--- src/cpcg_consts.vh ---
/*
 * Constants for the CPU pointer and change guard block: I/O offsets,
 * guard signatures, field positions, reset values and window length.
 * Assumes a 4-bit CPU register offset and 8-bit I/O data.
 */
`ifndef CPCG_CONSTS_VH
`define CPCG_CONSTS_VH

// CPU register map offsets
`define CPCG_OFS_GUARD 4'h4
`define CPCG_OFS_EXT 4'hB
`define CPCG_OFS_SPL 4'hD
`define CPCG_OFS_SPH 4'hE
`define CPCG_OFS_FLAGS 4'hF

// Guard signatures
`define CPCG_SIG_IO 8'hD8
`define CPCG_SIG_SELFPROG 8'h9D

// Guard readback field positions
`define CPCG_GUARD_IO_BIT 0
`define CPCG_GUARD_SP_BIT 1

// Reset values
`define CPCG_RST_GUARD 8'h00
`define CPCG_RST_EXT 8'h00
`define CPCG_RST_FLAGS 8'h00
`define CPCG_RST_PTR 16'h0000

// Guard window in executed instructions
`define CPCG_WINDOW_INSTR 3'h4

// Working register index of the first pointer low byte
`define CPCG_PTR_BASE 5'h1A

// Pointer usage forms
`define CPCG_MODE_PLAIN 2'h0
`define CPCG_MODE_DISP 2'h1
`define CPCG_MODE_POSTINC 2'h2
`define CPCG_MODE_PREDEC 2'h3

`endif

--- src/cpcg_pointer_guard.v ---
/*
 * Pointer pairs, pointer extension byte, stack top pointer, result
 * flags and the configuration change guard of an 8-bit CPU core.
 * Assumes the CPU execute stage drives the I/O, working register,
 * pointer and retire strobes synchronously to ref_clk, one per cycle.
 */
`timescale 1ns/1ps
`include "cpcg_consts.vh"

module cpcg_pointer_guard #(
	parameter PROG_ADDR_BITS = 16, // Program memory byte address width
	parameter SP_BITS = 16, // Implemented stack pointer bits
	parameter [15:0] SP_RESET = 16'hFFFF // Top of stack after reset
) (
	input wire ref_clk, // CPU clock
	input wire rst, // Asynchronous reset, high
	input wire [3:0] ioAddr, // CPU register offset
	input wire ioWrEn, // I/O write strobe
	input wire [7:0] ioWrData, // I/O write data
	input wire ioRdEn, // I/O read strobe
	output reg [7:0] ioRdData_q, // I/O read data
	input wire regWrEn, // Working register write strobe
	input wire [4:0] regWrIdx, // Working register index
	input wire [7:0] regWrData, // Working register data
	input wire regRdEn, // Pointer byte read strobe
	input wire [4:0] regRdIdx, // Working register index to read
	output reg [7:0] regRdData_q, // Pointer byte read data
	input wire ptrOpEn, // Load/store pointer access
	input wire [1:0] ptrSel, // 0 first, 1 second, 2 third pointer
	input wire [1:0] ptrMode, // Usage form
	input wire [5:0] ptrDisp, // Fixed displacement
	output reg [15:0] dataAddr_q, // Data memory address
	output reg dataAddrValid_q, // Data address strobe
	input wire progRdEn, // Program memory read
	input wire progRdExt, // Extended form of the read
	output reg [23:0] progAddr_q, // Program memory byte address
	output reg progAddrValid_q, // Program address strobe
	input wire instrDone, // One instruction retired
	input wire instrIsWrite, // Retired instruction was a write
	output reg ioUnlock_q, // Protected I/O writes allowed
	output reg selfProgUnlock_q, // Self-programming allowed
	output reg intHold_q // Interrupt service held off
);

	////////////////////////////////////////////////////////////////
	// Implemented width of the extension byte
	localparam EXT_BITS = (PROG_ADDR_BITS > 16) ? PROG_ADDR_BITS - 16 : 0;
	localparam [8:0] EXT_FULL = 9'h001 << EXT_BITS;
	localparam [7:0] EXT_MASK = EXT_FULL[7:0] - 8'h01;
	localparam [16:0] SP_FULL = 17'h0_0001 << SP_BITS;
	localparam [15:0] SP_MASK = SP_FULL[15:0] - 16'h0001;

	// Guard states
	localparam [1:0] GUARD_IDLE = 2'h0;
	localparam [1:0] GUARD_IO = 2'h1;
	localparam [1:0] GUARD_SP = 2'h2;

	// Register state and next values
	reg [7:0] ext_q;
	reg [7:0] ext_d;
	reg [15:0] sp_q;
	reg [15:0] sp_d;
	reg [7:0] flags_q;
	reg [7:0] flags_d;
	reg [1:0] guardSt_q;
	reg [1:0] guardSt_d;
	reg [2:0] winCnt_q;
	reg [2:0] winCnt_d;
	reg ioUnlock_d;
	reg selfProgUnlock_d;
	reg [15:0] dataAddr_d;
	reg [23:0] progAddr_d;
	reg [7:0] rdMux;
	// Pointer, guard and readback nets
	wire [47:0] ptrFlat;
	wire [15:0] selPtr;
	wire [15:0] incPtr;
	wire [15:0] decPtr;
	wire ptrUpdate;
	wire [15:0] ptrNew;
	wire guardWr;
	wire sigIo;
	wire sigSp;
	wire winLast;
	wire extWr;
	wire splWr;
	wire sphWr;
	wire flagsWr;
	wire rdInPtr;
	wire [4:0] rdOfs;

	////////////////////////////////////////////////////////////////
	// Pointer pairs in the top six working registers
	genvar g;
	generate
		for (g = 0; g < 3; g = g + 1) begin : gPtr
			localparam integer LO_I = `CPCG_PTR_BASE + 2 * g;
			localparam integer SEL_I = g;
			localparam [4:0] LO_IDX = LO_I[4:0];
			localparam [4:0] HI_IDX = LO_IDX + 5'h01;
			localparam [1:0] SEL = SEL_I[1:0];
			reg [15:0] val_q;
			// Which of the three writers hits this pair
			wire autoHit = ptrUpdate && ptrSel == SEL;
			wire loHit = regWrEn && regWrIdx == LO_IDX;
			wire hiHit = regWrEn && regWrIdx == HI_IDX;
			// Auto update from a load/store wins over a plain register write
			always @(posedge ref_clk or posedge rst) begin
				if (rst) begin
					val_q <= `CPCG_RST_PTR;
				end else if (autoHit) begin
					val_q <= ptrNew;
				end else if (loHit) begin
					val_q[7:0] <= regWrData;
				end else if (hiHit) begin
					val_q[15:8] <= regWrData;
				end
			end
			// Pointer value seen by the arithmetic and readback
			assign ptrFlat[16 * g +: 16] = val_q;
		end
	endgenerate

	////////////////////////////////////////////////////////////////
	// Pointer arithmetic for the four usage forms
	assign selPtr = (ptrSel == 2'h3) ? 16'h0000 : ptrFlat[16 * ptrSel +: 16];
	assign incPtr = selPtr + 16'h0001;
	assign decPtr = selPtr - 16'h0001;
	assign ptrUpdate = ptrOpEn && ptrSel != 2'h3 &&
		(ptrMode == `CPCG_MODE_POSTINC || ptrMode == `CPCG_MODE_PREDEC);
	assign ptrNew = (ptrMode == `CPCG_MODE_POSTINC) ? incPtr : decPtr;

	// Data memory address for each usage form
	always @* begin
		dataAddr_d = dataAddr_q;
		if (ptrOpEn) begin
			case (ptrMode)
				`CPCG_MODE_DISP: dataAddr_d = selPtr + {10'h000, ptrDisp};
				`CPCG_MODE_PREDEC: dataAddr_d = decPtr;
				`CPCG_MODE_POSTINC: dataAddr_d = selPtr;
				default: dataAddr_d = selPtr;
			endcase
		end
	end

	// Data address and strobe; no strobe when no pointer is selected
	always @(posedge ref_clk or posedge rst) begin
		if (rst) begin
			dataAddr_q <= 16'h0000;
			dataAddrValid_q <= 1'b0;
		end else begin
			dataAddr_q <= dataAddr_d;
			dataAddrValid_q <= ptrOpEn && ptrSel != 2'h3;
		end
	end

	////////////////////////////////////////////////////////////////
	// Program address; only the extended form uses the extension byte
	always @* begin
		progAddr_d = progAddr_q;
		if (progRdEn && progRdExt) begin
			progAddr_d = {ext_q, ptrFlat[47:32]};
		end else if (progRdEn) begin
			progAddr_d = {8'h00, ptrFlat[47:32]};
		end
	end

	// Program address and strobe registers
	always @(posedge ref_clk or posedge rst) begin
		if (rst) begin
			progAddr_q <= 24'h00_0000;
			progAddrValid_q <= 1'b0;
		end else begin
			progAddr_q <= progAddr_d;
			progAddrValid_q <= progRdEn;
		end
	end

	////////////////////////////////////////////////////////////////
	// Change guard decode
	assign guardWr = ioWrEn && ioAddr == `CPCG_OFS_GUARD;
	assign sigIo = guardWr && ioWrData == `CPCG_SIG_IO;
	assign sigSp = guardWr && ioWrData == `CPCG_SIG_SELFPROG;
	assign winLast = instrIsWrite || winCnt_q == 3'h1;

	// Guard state and window counter next state
	always @* begin
		guardSt_d = guardSt_q;
		winCnt_d = winCnt_q;
		if (sigIo) begin
			guardSt_d = GUARD_IO;
			winCnt_d = `CPCG_WINDOW_INSTR;
		end else if (sigSp) begin
			guardSt_d = GUARD_SP;
			winCnt_d = `CPCG_WINDOW_INSTR;
		end else begin
			case (guardSt_q)
				GUARD_IDLE: begin
					winCnt_d = 3'h0;
				end
				GUARD_IO, GUARD_SP: begin
					if (instrDone && winLast) begin
						guardSt_d = GUARD_IDLE;
						winCnt_d = 3'h0;
					end else if (instrDone) begin
						winCnt_d = winCnt_q - 3'h1;
					end
				end
				default: begin
					guardSt_d = GUARD_IDLE;
					winCnt_d = 3'h0;
				end
			endcase
		end
	end

	// Unlock levels follow the next state so the outputs stay registered
	always @* begin
		ioUnlock_d = guardSt_d == GUARD_IO;
		selfProgUnlock_d = guardSt_d == GUARD_SP;
	end

	// Guard state; protected logic sees the unlock outputs only
	always @(posedge ref_clk or posedge rst) begin
		if (rst) begin
			guardSt_q <= GUARD_IDLE;
			winCnt_q <= 3'h0;
			ioUnlock_q <= 1'b0;
			selfProgUnlock_q <= 1'b0;
			intHold_q <= 1'b0;
		end else begin
			guardSt_q <= guardSt_d;
			winCnt_q <= winCnt_d;
			ioUnlock_q <= ioUnlock_d;
			selfProgUnlock_q <= selfProgUnlock_d;
			intHold_q <= guardSt_d != GUARD_IDLE;
		end
	end

	////////////////////////////////////////////////////////////////
	// Write decode; reserved offsets match no register
	assign extWr = ioWrEn && ioAddr == `CPCG_OFS_EXT;
	assign splWr = ioWrEn && ioAddr == `CPCG_OFS_SPL;
	assign sphWr = ioWrEn && ioAddr == `CPCG_OFS_SPH;
	assign flagsWr = ioWrEn && ioAddr == `CPCG_OFS_FLAGS;

	// Next values of the writable registers
	always @* begin
		ext_d = ext_q;
		sp_d = sp_q;
		flags_d = flags_q;
		if (extWr) begin
			ext_d = ioWrData & EXT_MASK;
		end
		if (splWr) begin
			sp_d = {sp_q[15:8], ioWrData} & SP_MASK;
		end
		if (sphWr) begin
			sp_d = {ioWrData, sp_q[7:0]} & SP_MASK;
		end
		if (flagsWr) begin
			flags_d = ioWrData;
		end
	end

	// Register state
	always @(posedge ref_clk or posedge rst) begin
		if (rst) begin
			ext_q <= `CPCG_RST_EXT;
			sp_q <= SP_RESET & SP_MASK;
			flags_q <= `CPCG_RST_FLAGS;
		end else begin
			ext_q <= ext_d;
			sp_q <= sp_d;
			flags_q <= flags_d;
		end
	end

	////////////////////////////////////////////////////////////////
	// I/O readback
	always @* begin
		rdMux = 8'h00;
		case (ioAddr)
			`CPCG_OFS_GUARD: begin
				rdMux[`CPCG_GUARD_IO_BIT] = ioUnlock_q;
				rdMux[`CPCG_GUARD_SP_BIT] = selfProgUnlock_q;
			end
			`CPCG_OFS_EXT: rdMux = ext_q;
			`CPCG_OFS_SPL: rdMux = sp_q[7:0];
			`CPCG_OFS_SPH: rdMux = sp_q[15:8];
			`CPCG_OFS_FLAGS: rdMux = flags_q;
			default: rdMux = 8'h00;
		endcase
	end

	// Read data holds until the next read
	always @(posedge ref_clk or posedge rst) begin
		if (rst) begin
			ioRdData_q <= 8'h00;
		end else if (ioRdEn) begin
			ioRdData_q <= rdMux;
		end
	end

	////////////////////////////////////////////////////////////////
	// Pointer byte readback by working register index
	assign rdOfs = regRdIdx - `CPCG_PTR_BASE;
	assign rdInPtr = regRdIdx >= `CPCG_PTR_BASE;

	always @(posedge ref_clk or posedge rst) begin
		if (rst) begin
			regRdData_q <= 8'h00;
		end else if (regRdEn) begin
			if (rdInPtr) begin
				regRdData_q <= ptrFlat[8 * rdOfs +: 8];
			end else begin
				regRdData_q <= 8'h00;
			end
		end
	end

endmodule // cpcg_pointer_guard

--- config.mk ---
export PLATFORM = sky130hd
export DESIGN_NAME = cpcg_pointer_guard
export DESIGN_NICKNAME = d
export VERILOG_FILES = /design/src/cpcg_pointer_guard.v
export VERILOG_INCLUDE_DIRS = /design/src
export SDC_FILE = /design/constraint.sdc
export NUM_CORES = 1
export LEC_CHECK = 0
export BUFFER_PORTS_ARGS = -buffer_cell sky130_fd_sc_hd__buf_2
export CAP_MARGIN = 10
export CELL_PAD_IN_SITES_DETAIL_PLACEMENT = 1
export CELL_PAD_IN_SITES_GLOBAL_PLACEMENT = 1
export CORE_MARGIN = 2
export CORE_UTILIZATION = 40
export DETAILED_ROUTE_END_ITERATION = 12
export PLACE_DENSITY_LB_ADDON = 0.1
export SYNTH_ARGS = -nofsm -noshare
export SYNTH_HDL_FRONTEND = slang
export SYNTH_SLANG_ARGS = --single-unit
--- constraint.sdc ---
create_clock -name ref_clk -period 9.3 [get_ports ref_clk]
set_clock_uncertainty 0.2 [all_clocks]
set_input_delay 1.395 -clock ref_clk [delete_from_list [all_inputs] [get_ports ref_clk]]
set_output_delay 1.395 -clock ref_clk [all_outputs]
set_load 0.03 [all_outputs]
# [Word level (Yosys, flattened, before mapping)]
# Cells that the tools add are included.
[totals] ff_bits=138 in_bits=51 out_inout_bits=61 wordCells=124
[op_classes] n_lt_le_gt_ge=1 mux=31 n_reduce_logical=36 addsub=5 n_bitwise=1 shifts=2 eq_ne=28
[ops] operator="$mux W16" n=6
[ops] operator="$mux W8" n=11
[ops] operator="$mux W24" n=2
[ops] operator="$shiftx A48 B7 Y16" n=1
[ops] operator="$shiftx A48 B9 Y8" n=1
[ops] operator="$pmux W16 S2" n=1
[ops] operator="$eq A5 B5 Y1 const B" n=6
[ops] operator="$logic_and A1 B1 Y1" n=19
[ops] operator="$pmux W6 S3" n=1
[ops] operator="$add A16 B1 Y16 const B" n=1
[ops] operator="$add A16 B6 Y16" n=1
[ops] operator="$eq A8 B8 Y1 const B" n=2
[ops] operator="$reduce_bool A2 Y1" n=8
[ops] operator="$sub A16 B1 Y16 const B" n=1
[ops] operator="$mux W3" n=5
[ops] operator="$eq A2 B2 Y1 const B" n=6
[ops] operator="$eq A4 B4 Y1 const B" n=3
[ops] operator="$eq A2 B1 Y1 const B" n=4
[ops] operator="$ne A2 B2 Y1 const B" n=4
[ops] operator="$pmux W2 S4" n=1
[ops] operator="$reduce_and A2 Y1" n=4
[ops] operator="$mux W2" n=3
[ops] operator="$ge A5 B5 Y1 const B" n=1
[ops] operator="$ne A5 B5 Y1 const B" n=1
[ops] operator="9 further kinds" n=11

# [Longest topological paths before layout]
# Gate-level depths: netlist of the first run.
[logic_depth] depth_word=8 ltp_mapped=14 depth_no_buf=12

# [Least setup slack after synthesis of the first run]
# Ideal clock, no wire load.
[synth_path] kind="in2reg" start="in ptrSel[1]" end="reg dataAddr_q[15]" path_buffers=3 t_required_ns=8.963 slack_ns=5.104 setup_time_ns=0.137 t_arrival_ns=3.859 stages=13 path_cell_list="buf_6 and2b_4 buf_6 a2bb2oi_2 inv_2 clkbuf_1 ha_1 nor2b_1 o31a_1 o21ai_0 o22ai_1 xnor2_1 a21oi_1"
[synth_between] elab_chain_cells=4 word_cells_on_any_way=6 classes_between="add/sub: 2; eq/ne: 1; shift: 1; mux: 2"
[synth_lines] item="from (decl)" line_no="cpcg_pointer_guard.v:29" source="input wire [1:0] ptrSel,"
[synth_lines] item="$shiftx A48 B7 Y16 / $eq A2 B2 Y1 (equally long branches)" line_no="cpcg_pointer_guard.v:126" source="assign selPtr = (ptrSel == 2'h3) ? 16'h0000 : ptrFlat[16 * ptrSel +: 16];"
[synth_lines] item="$mux W16 (*)" line_no="cpcg_pointer_guard.v:126"
[synth_lines] item="$sub A16 B1 Y16 / $add A16 B6 Y16 (equally long branches)" line_no="cpcg_pointer_guard.v:128, cpcg_pointer_guard.v:138"
[synth_lines] item="$pmux W16 S2 (*)" line_no="cpcg_pointer_guard.v:137" source="case (ptrMode)"
[synth_lines] item="to (signal assigned)" line_no="cpcg_pointer_guard.v:152" source="dataAddr_q <= dataAddr_d;"
[synth_lines] item="to (decl)" line_no="cpcg_pointer_guard.v:32" source="output reg [15:0] dataAddr_q,"
# Every way passes the cells marked *; elsewhere a longest branch is shown, timed or not.
# A chain may end at the register's enable or synchronous reset.

# [Worst setup path after layout of the first run]
[layout_path] start="in ptrSel[0]" end="reg dataAddr_q[15]"
# The elaborated chain is that of the path after synthesis.

==> results.sh, run 1 <==
export IMPL_reg2regPathDepth=11
export IMPL_maxCapViolations=0
export IMPL_leakagePower_nw=3.856
export IMPL_ys_top_cells_by_area="dfrtp_1 (36%), mux2_2 (11%), dfstp_2 (5.3%), mux2i_1 (4.3%), a21oi_1 (3.4%)"
export IMPL_core_sq_um=19400
export IMPL_synth_compound_area_share_pct=16.57
export IMPL_area_growth_pct=16.72
export IMPL_cp_arrival_ns=4.92
export IMPL_status="completed"
export IMPL_synth_top_area_cell="dfrtp_1"
export IMPL_clk_path_buf_depth=2
export IMPL_synthXorXnorAreaFrac_pct=3.218
export IMPL_required_ns=9.37
export IMPL_yosys_warnings=0
export IMPL_clkSinkCount=130
export IMPL_ys_types=68
export IMPL_r2r_slack_ns=5.68
export IMPL_grt_overflow_total=0
export IMPL_hold_viol=0
export IMPL_grtUsageTotal_pct=23.18
export IMPL_synthesis_area_sq_um=7893
export IMPL_via_per_inst=5.630
export IMPL_yosys_area_share_simple_pct=13.41
export IMPL_maxSlewHeadroom_pct=29.77
export IMPL_cts_resized=0
export IMPL_drive_above_1_share_pct=32.25
export IMPL_cts_tree="built"
export IMPL_num_vias=6367
export IMPL_ir_worst_vdd_v=0.0001408
export IMPL_chipWidth_microns=144.5
export IMPL_cts_buffers_inserted=17
export IMPL_start_kind="primary input"
export IMPL_fin_setup_tns_ns=0
export IMPL_drt_pass1_iterations=4
export IMPL_timing_rr_end="dataAddr_q[15]"
export IMPL_finalCritPeriodShare_pct=52.07
export IMPL_ant_nets=0
export IMPL_antenna_found_initial=1
export IMPL_syn_area_per_cell_sq_um=10.30
export IMPL_htreeDepth=4
export IMPL_initial_core_util_pct=40.69
export IMPL_path_class="in -> reg"
export IMPL_drt_wl_total_microns=23300
export IMPL_hold_path_class="reg -> reg"
export IMPL_tightest_slew_ns=1.050
export IMPL_dieArea_sq_um=20870
export IMPL_async_reset_ff_share_pct=100.0
export IMPL_drt_iter0_drc=307
export IMPL_synth_fa_ha_area_share_pct=2.315
export IMPL_wl_per_cell_microns=20.60
export IMPL_clkLatencyLatePin_ns=0.43
export IMPL_synth_top_family_by_area="multiplexers"
export IMPL_grt_pass1_vias=6789
export IMPL_max_freq_mhz=206.5
export IMPL_ios=112
export IMPL_drc=0
export IMPL_seq_area_frac_synth_pct=41.47
export IMPL_end_kind="flip-flop"
export IMPL_cp_max_fo=27
export IMPL_fin_ws_ns=4.457
export IMPL_nets=917
export IMPL_hold_depth=1
export IMPL_clkTransAtPathRegs_ns=0.06
export IMPL_period_minus_slack_ns=4.843
export IMPL_rsz0062_at_grt="false"
export IMPL_place_ws_ns=4.106
export IMPL_synth_top_area_share_pct=36.14
export IMPL_synthMuxAreaShare_pct=18.21
export IMPL_min_from="progAddr_q[12]"
export IMPL_dp_hpwl_microns=16560
export IMPL_synth_common_cells="dfrtp_1 (114), mux2_2 (77), a21oi_1 (54), nand2_1 (54), nor2_1 (48)"
export IMPL_rr_startpoint="gPtr[2].val_q[3]"
export IMPL_grt_pass1_wl_microns=36890
export IMPL_port_buffers=102
export IMPL_dp_cells=1096
export IMPL_layoutNonFillerInstCount=1131
export IMPL_rows=51
export IMPL_cts_hold_fix_buffers=0
export IMPL_clockRootBuffer="clkbuf_16"
export IMPL_cts_setup_buffers=0
export IMPL_synth_seq_cells=130
export IMPL_synth_top_flop_cell="dfrtp_1"
export IMPL_grt_start_max_net_pins=68
export IMPL_synth_edf_count=0
export IMPL_yosysMostFrequentCell="dfrtp_1"
export IMPL_drv_slew=0
export IMPL_p_per_area_nw_per_um2=259.4
export IMPL_globalplace_congestion=0.8641
export IMPL_synthCells=766
export IMPL_die_height_microns=144.5
export IMPL_setup_violations_final=0
export IMPL_hold_end="progAddr_q[12]"
-- area by class of cell --
cell class | count | area, sq um
fill | 2200 | 10190
multi-input combinational | 563 | 4275
sequential | 130 | 3273
timing repair buffer | 111 | 605.6
clock buffer | 20 | 456.7
tap | 265 | 331.6
clock inverter | 12 | 156.4
inverter | 29 | 111.4
antenna | 1 | 2.502
-- worst max path at each step --
stage,from,end,slack (ns),depth (start not counted)
2_1_floorplan,rst,dataAddrValid_q,4.26,1
3_3_place_gp,ptrSel[0],dataAddr_q[15],4.22,12
3_5_place_dp,ptrSel[0],dataAddr_q[15],4.11,12
4_1_cts,ptrSel[0],dataAddr_q[11],4.52,12
5_1_grt,ptrSel[0],dataAddr_q[15],4.15,12
6_report,ptrSel[0],dataAddr_q[15],4.46,12
-- through the flow --
| stage | util, % | area [sq um] | total power [mW] | hold WS (ns) |
|---|---|---|---|---|
| 2_1_floorplan | - | 7919 | 1.450 | 0.2737 |
| 3_3_place_gp | 44.10 | 8554 | 1.660 | 0.2837 |
| 3_5_place_dp | 44.10 | 8554 | 1.698 | 0.2918 |
| 4_1_cts | 47.26 | 9168 | 2.411 | 0.3042 |
| 5_1_grt | 47.48 | 9210 | 2.530 | 0.3148 |
| 6_report | 47.49 | 9213 | 2.390 | 0.3037 |
-- worst max-delay path, stage by stage --
cell       delay, ns
buf_2           0.56
and2b_4         0.56
a2bb2oi_2       0.24
inv_2           0.19
ha_1            0.31
a21oi_1         0.18
nor2b_1         0.08
o31a_1          0.30
o21ai_0         0.55
o22ai_1         0.23
xnor2_1         0.21
a21oi_1         0.09
-- flip-flops by register name, indices dropped and copies added (netlist names) --
register          cells
dataAddrValid_q       1
winCnt_q              3
sp_q                 16
progAddrValid_q       1
regRdData_q           8
intHold_q             1
selfProgUnlock_q      1
dataAddr_q           16
progAddr_q           16
ioUnlock_q            1
gPtr.val_q           48
flags_q               8
guardSt_q             2
ioRdData_q            8
-- placed cells by master, fill, tap and decap left out, types with 6 or more instances in the layout --
master and n:
dfrtp_1 114, buf_2 102, mux2_2 77, nand2_1 54, a21oi_1 54, nor2_1 48
mux2i_1 34, o21ai_0 28, o22ai_1 27, xnor2_1 25, inv_1 23, nor2b_1 19
nand3_1 17, clkbuf_16 17, o21ai_1 16, a22oi_1 16, dfstp_2 16, ha_1 13
a211oi_1 11, nor3_1 9, nand4_1 8, mux4_2 8, conb_1 8, nand2b_1 7
and3_1 7, buf_4 7, nor4_1 6
-- kinds of logic after synthesis --
| kind of cell | count (synthesis) |
|---|---|
| simple gates | 200 |
| flops | 130 |
| fa+ha+maj | 14 |
| buf+inv | 80 |
| xor+xnor | 29 |
| mux | 122 |
| other cells | 1 |
| compound gates | 190 |
-- layer usage --
layer  share of wire [%]  vias up  GRT usage [%]  routed length (microns)
li1                    -     2949              -                        -
met1                  44     3238          30.05                    10370
met2                  49      141          39.24                    11520
met3                 4.1       39          4.007                      964
met4                 1.9        0          7.869                      448
met5                   0        -              0                        0
-- where the power goes --
group          internal (mW)  switching, mW  total, mW
combinational          0.343          0.497      0.839
clock                  0.436          0.265      0.701
sequential             0.727          0.123      0.849
(Power assumes the default switching activity.)
==> run 2, diff against run 1 <==
==> constraint.sdc (replaced) <==
create_clock -name ref_clk -period 5 [get_ports ref_clk]
set_clock_uncertainty 0.2 [all_clocks]
set_input_delay 0.75 -clock ref_clk [delete_from_list [all_inputs] [get_ports ref_clk]]
set_output_delay 0.75 -clock ref_clk [all_outputs]
set_load 0.03 [all_outputs]
==> run 2 against run 1 <==
  * Total power grew 89%
  * Sequential power grew 87%
  * Final cell count grew 0.18%
  * Largest power group unchanged
==> results.sh, run 2 (synthesis gave the netlist of run 1 again) <==
export IMPL_drt_wl_total_microns=23950
export IMPL_ios=112
export IMPL_maxCapViolations=0
export IMPL_period_minus_slack_ns=3.909
export IMPL_hold_path_class="in -> async"
export IMPL_cp_cell_sequence="buf_2 > and2b_4 > a2bb2oi_2 > inv_2 > ha_1 > a21oi_1 > nor2b_1 > o31a_1 > o21ai_0 > o22ai_1 > xnor2_1 > a21oi_1"
export IMPL_clockRootBuffer="clkbuf_16"
export IMPL_cp_max_fo=12
export IMPL_dp_hpwl_microns=17350
export IMPL_final_common_cell="dfrtp_1"
export IMPL_clkLatencyLatePin_ns=0.42
export IMPL_cts_tree="built"
export IMPL_timing_critical_path_mode_cell="a21oi_1"
export IMPL_critPathBufInv=2
export IMPL_chipWidth_microns=144.5
export IMPL_largest_reg_flops=48
export IMPL_cp_arrival_ns=3.97
export IMPL_end_kind="flip-flop"
export IMPL_path_class="in -> reg"
export IMPL_ant_nets=0
export IMPL_drt_pass1_iterations=5
export IMPL_fin_setup_tns_ns=0
export IMPL_start_kind="primary input"
export IMPL_crit_cells=12
export IMPL_place_ws_ns=0.7430
export IMPL_die_height_microns=144.5
export IMPL_cts_setup_buffers=0
export IMPL_dp_cells=1100
export IMPL_initial_core_util_pct=40.69
export IMPL_clk_path_buf_depth=2
export IMPL_max_stage_delay_ns=0.53
export IMPL_area_growth_pct=17.03
export IMPL_p_per_area_nw_per_um2=488.9
export IMPL_p_total_mw=4.516
export IMPL_wl_per_cell_microns=21.14
export IMPL_via_per_inst=5.719
export IMPL_status="completed"
export IMPL_finalCritPeriodShare_pct=78.18
export IMPL_clkSinkCount=130
export IMPL_diodes=0
export IMPL_cp_slowest_cell="o21ai_0"
export IMPL_num_vias=6480
export IMPL_clkTransAtPathRegs_ns=0.06
export IMPL_layoutNonFillerInstCount=1133
export IMPL_antenna_found_initial=0
export IMPL_most_common_layout_cells="dfrtp_1 (114), buf_2 (102), mux2_2 (77)"
export IMPL_cts_hold_fix_buffers=0
export IMPL_max_freq_mhz=255.8
export IMPL_cpLargestDelayFamily="compound AO/OA/AOI/OAI gates"
export IMPL_drive_above_1_share_pct=32.49
export IMPL_required_ns=5.06
export IMPL_globalplace_congestion=0.8541
export IMPL_grtUsageTotal_pct=23.79
export IMPL_grt_start_max_net_pins=67
export IMPL_grt_overflow_total=0
export IMPL_ir_worst_vdd_v=0.0002625
export IMPL_setup_violations_final=0
export IMPL_dieArea_sq_um=20870
export IMPL_grt_pass1_vias=6816
export IMPL_regMostFlops="gPtr.val_q"
export IMPL_maxSlewHeadroom_pct=19.04
export IMPL_nets=920
export IMPL_tightest_slew_ns=1.211
export IMPL_grt_pass1_wl_microns=37980
export IMPL_reg2regPathDepth=11
export IMPL_fin_ws_ns=1.091
export IMPL_design_area_sq_um=9236
export IMPL_rows=51
export IMPL_drc=0
export IMPL_leakagePower_nw=3.880
export IMPL_place_area_sq_um=8584
export IMPL_drv_slew=0
export IMPL_hold_viol=0
export IMPL_drt_iter0_drc=285
export IMPL_cts_buffers_inserted=17
export IMPL_port_buffers=102
export IMPL_rsz0062_at_grt="false"
export IMPL_cts_resized=0
export IMPL_htreeDepth=4
export IMPL_core_sq_um=19400
==> run 2: changes by cell type in the layout (fill, tap and decap cells not counted) <==
cell        change
buf_4           +4
diode_2         -1
buf_16          -1
bufinv_16       +1
clkinv_4        +1
clkinvlp_4      -2
==> run 2: layer usage <==
layer | vias to the layer above | wire length, microns | part of all wire (%) | track usage (%)
li1 | 2966 | - | - | -
met1 | 3345 | 10750 | 45 | 30.85
met2 | 146 | 12070 | 50 | 41.58
met3 | 23 | 816 | 3.4 | 4.007
met4 | 0 | 312 | 1.3 | 5.621
met5 | - | 0 | 0 | 0
==> run 2: where the power goes <==
group | leakage, nW | switching (mW) | internal [mW]
Combinational | 1.98 | 0.937 | 0.638
Sequential | 1.59 | 0.238 | 1.35
Clock | 0.307 | 0.488 | 0.863
==> run 2: cell type report <==
cell class / count / area [sq um]
Fill cell: 2195 / 10160
Sequential cell: 130 / 3273
Clock buffer: 20 / 456.7
Tap cell: 265 / 331.6
Clock inverter: 12 / 180.2
Multi-Input combinational cell: 563 / 4275
Timing Repair Buffer: 114 / 608.1
Inverter: 29 / 111.4
==> run 2: final timing paths <==
kind	startpoint	endpoint	slack, ns
max	ptrSel[1]	dataAddr_q[15]	1.09
min	rst	progAddr_q[14]	0.30
max reg2reg	gPtr[2].val_q[3]	dataAddr_q[15]	1.45
min reg2reg	progAddr_q[2]	progAddr_q[2]	0.30
max in group asynchronous	rst	sp_q[11]	3.26
min in group ref_clk	progAddr_q[2]	progAddr_q[2]	0.30
==> run 2: per-stage QoR <==
step | utilization [%] | hold WS [ns]
6_report | 47.61 | 0.2982
5_1_grt | 47.61 | 0.3239
4_1_cts | 47.54 | 0.3069
3_5_place_dp | 44.25 | 0.2934
3_3_place_gp | 44.25 | 0.2828
2_1_floorplan | - | 0.2737
==> run 2: worst reg2reg max path: stages, from the launching register on <==
cell	delay [ns]
dfrtp_1	0.42
mux2i_1	0.23
a2bb2oi_2	0.41
inv_2	0.17
ha_1	0.38
a21oi_1	0.16
nor2b_1	0.08
o31a_1	0.30
o21ai_0	0.53
o22ai_1	0.21
xnor2_1	0.21
a21oi_1	0.09
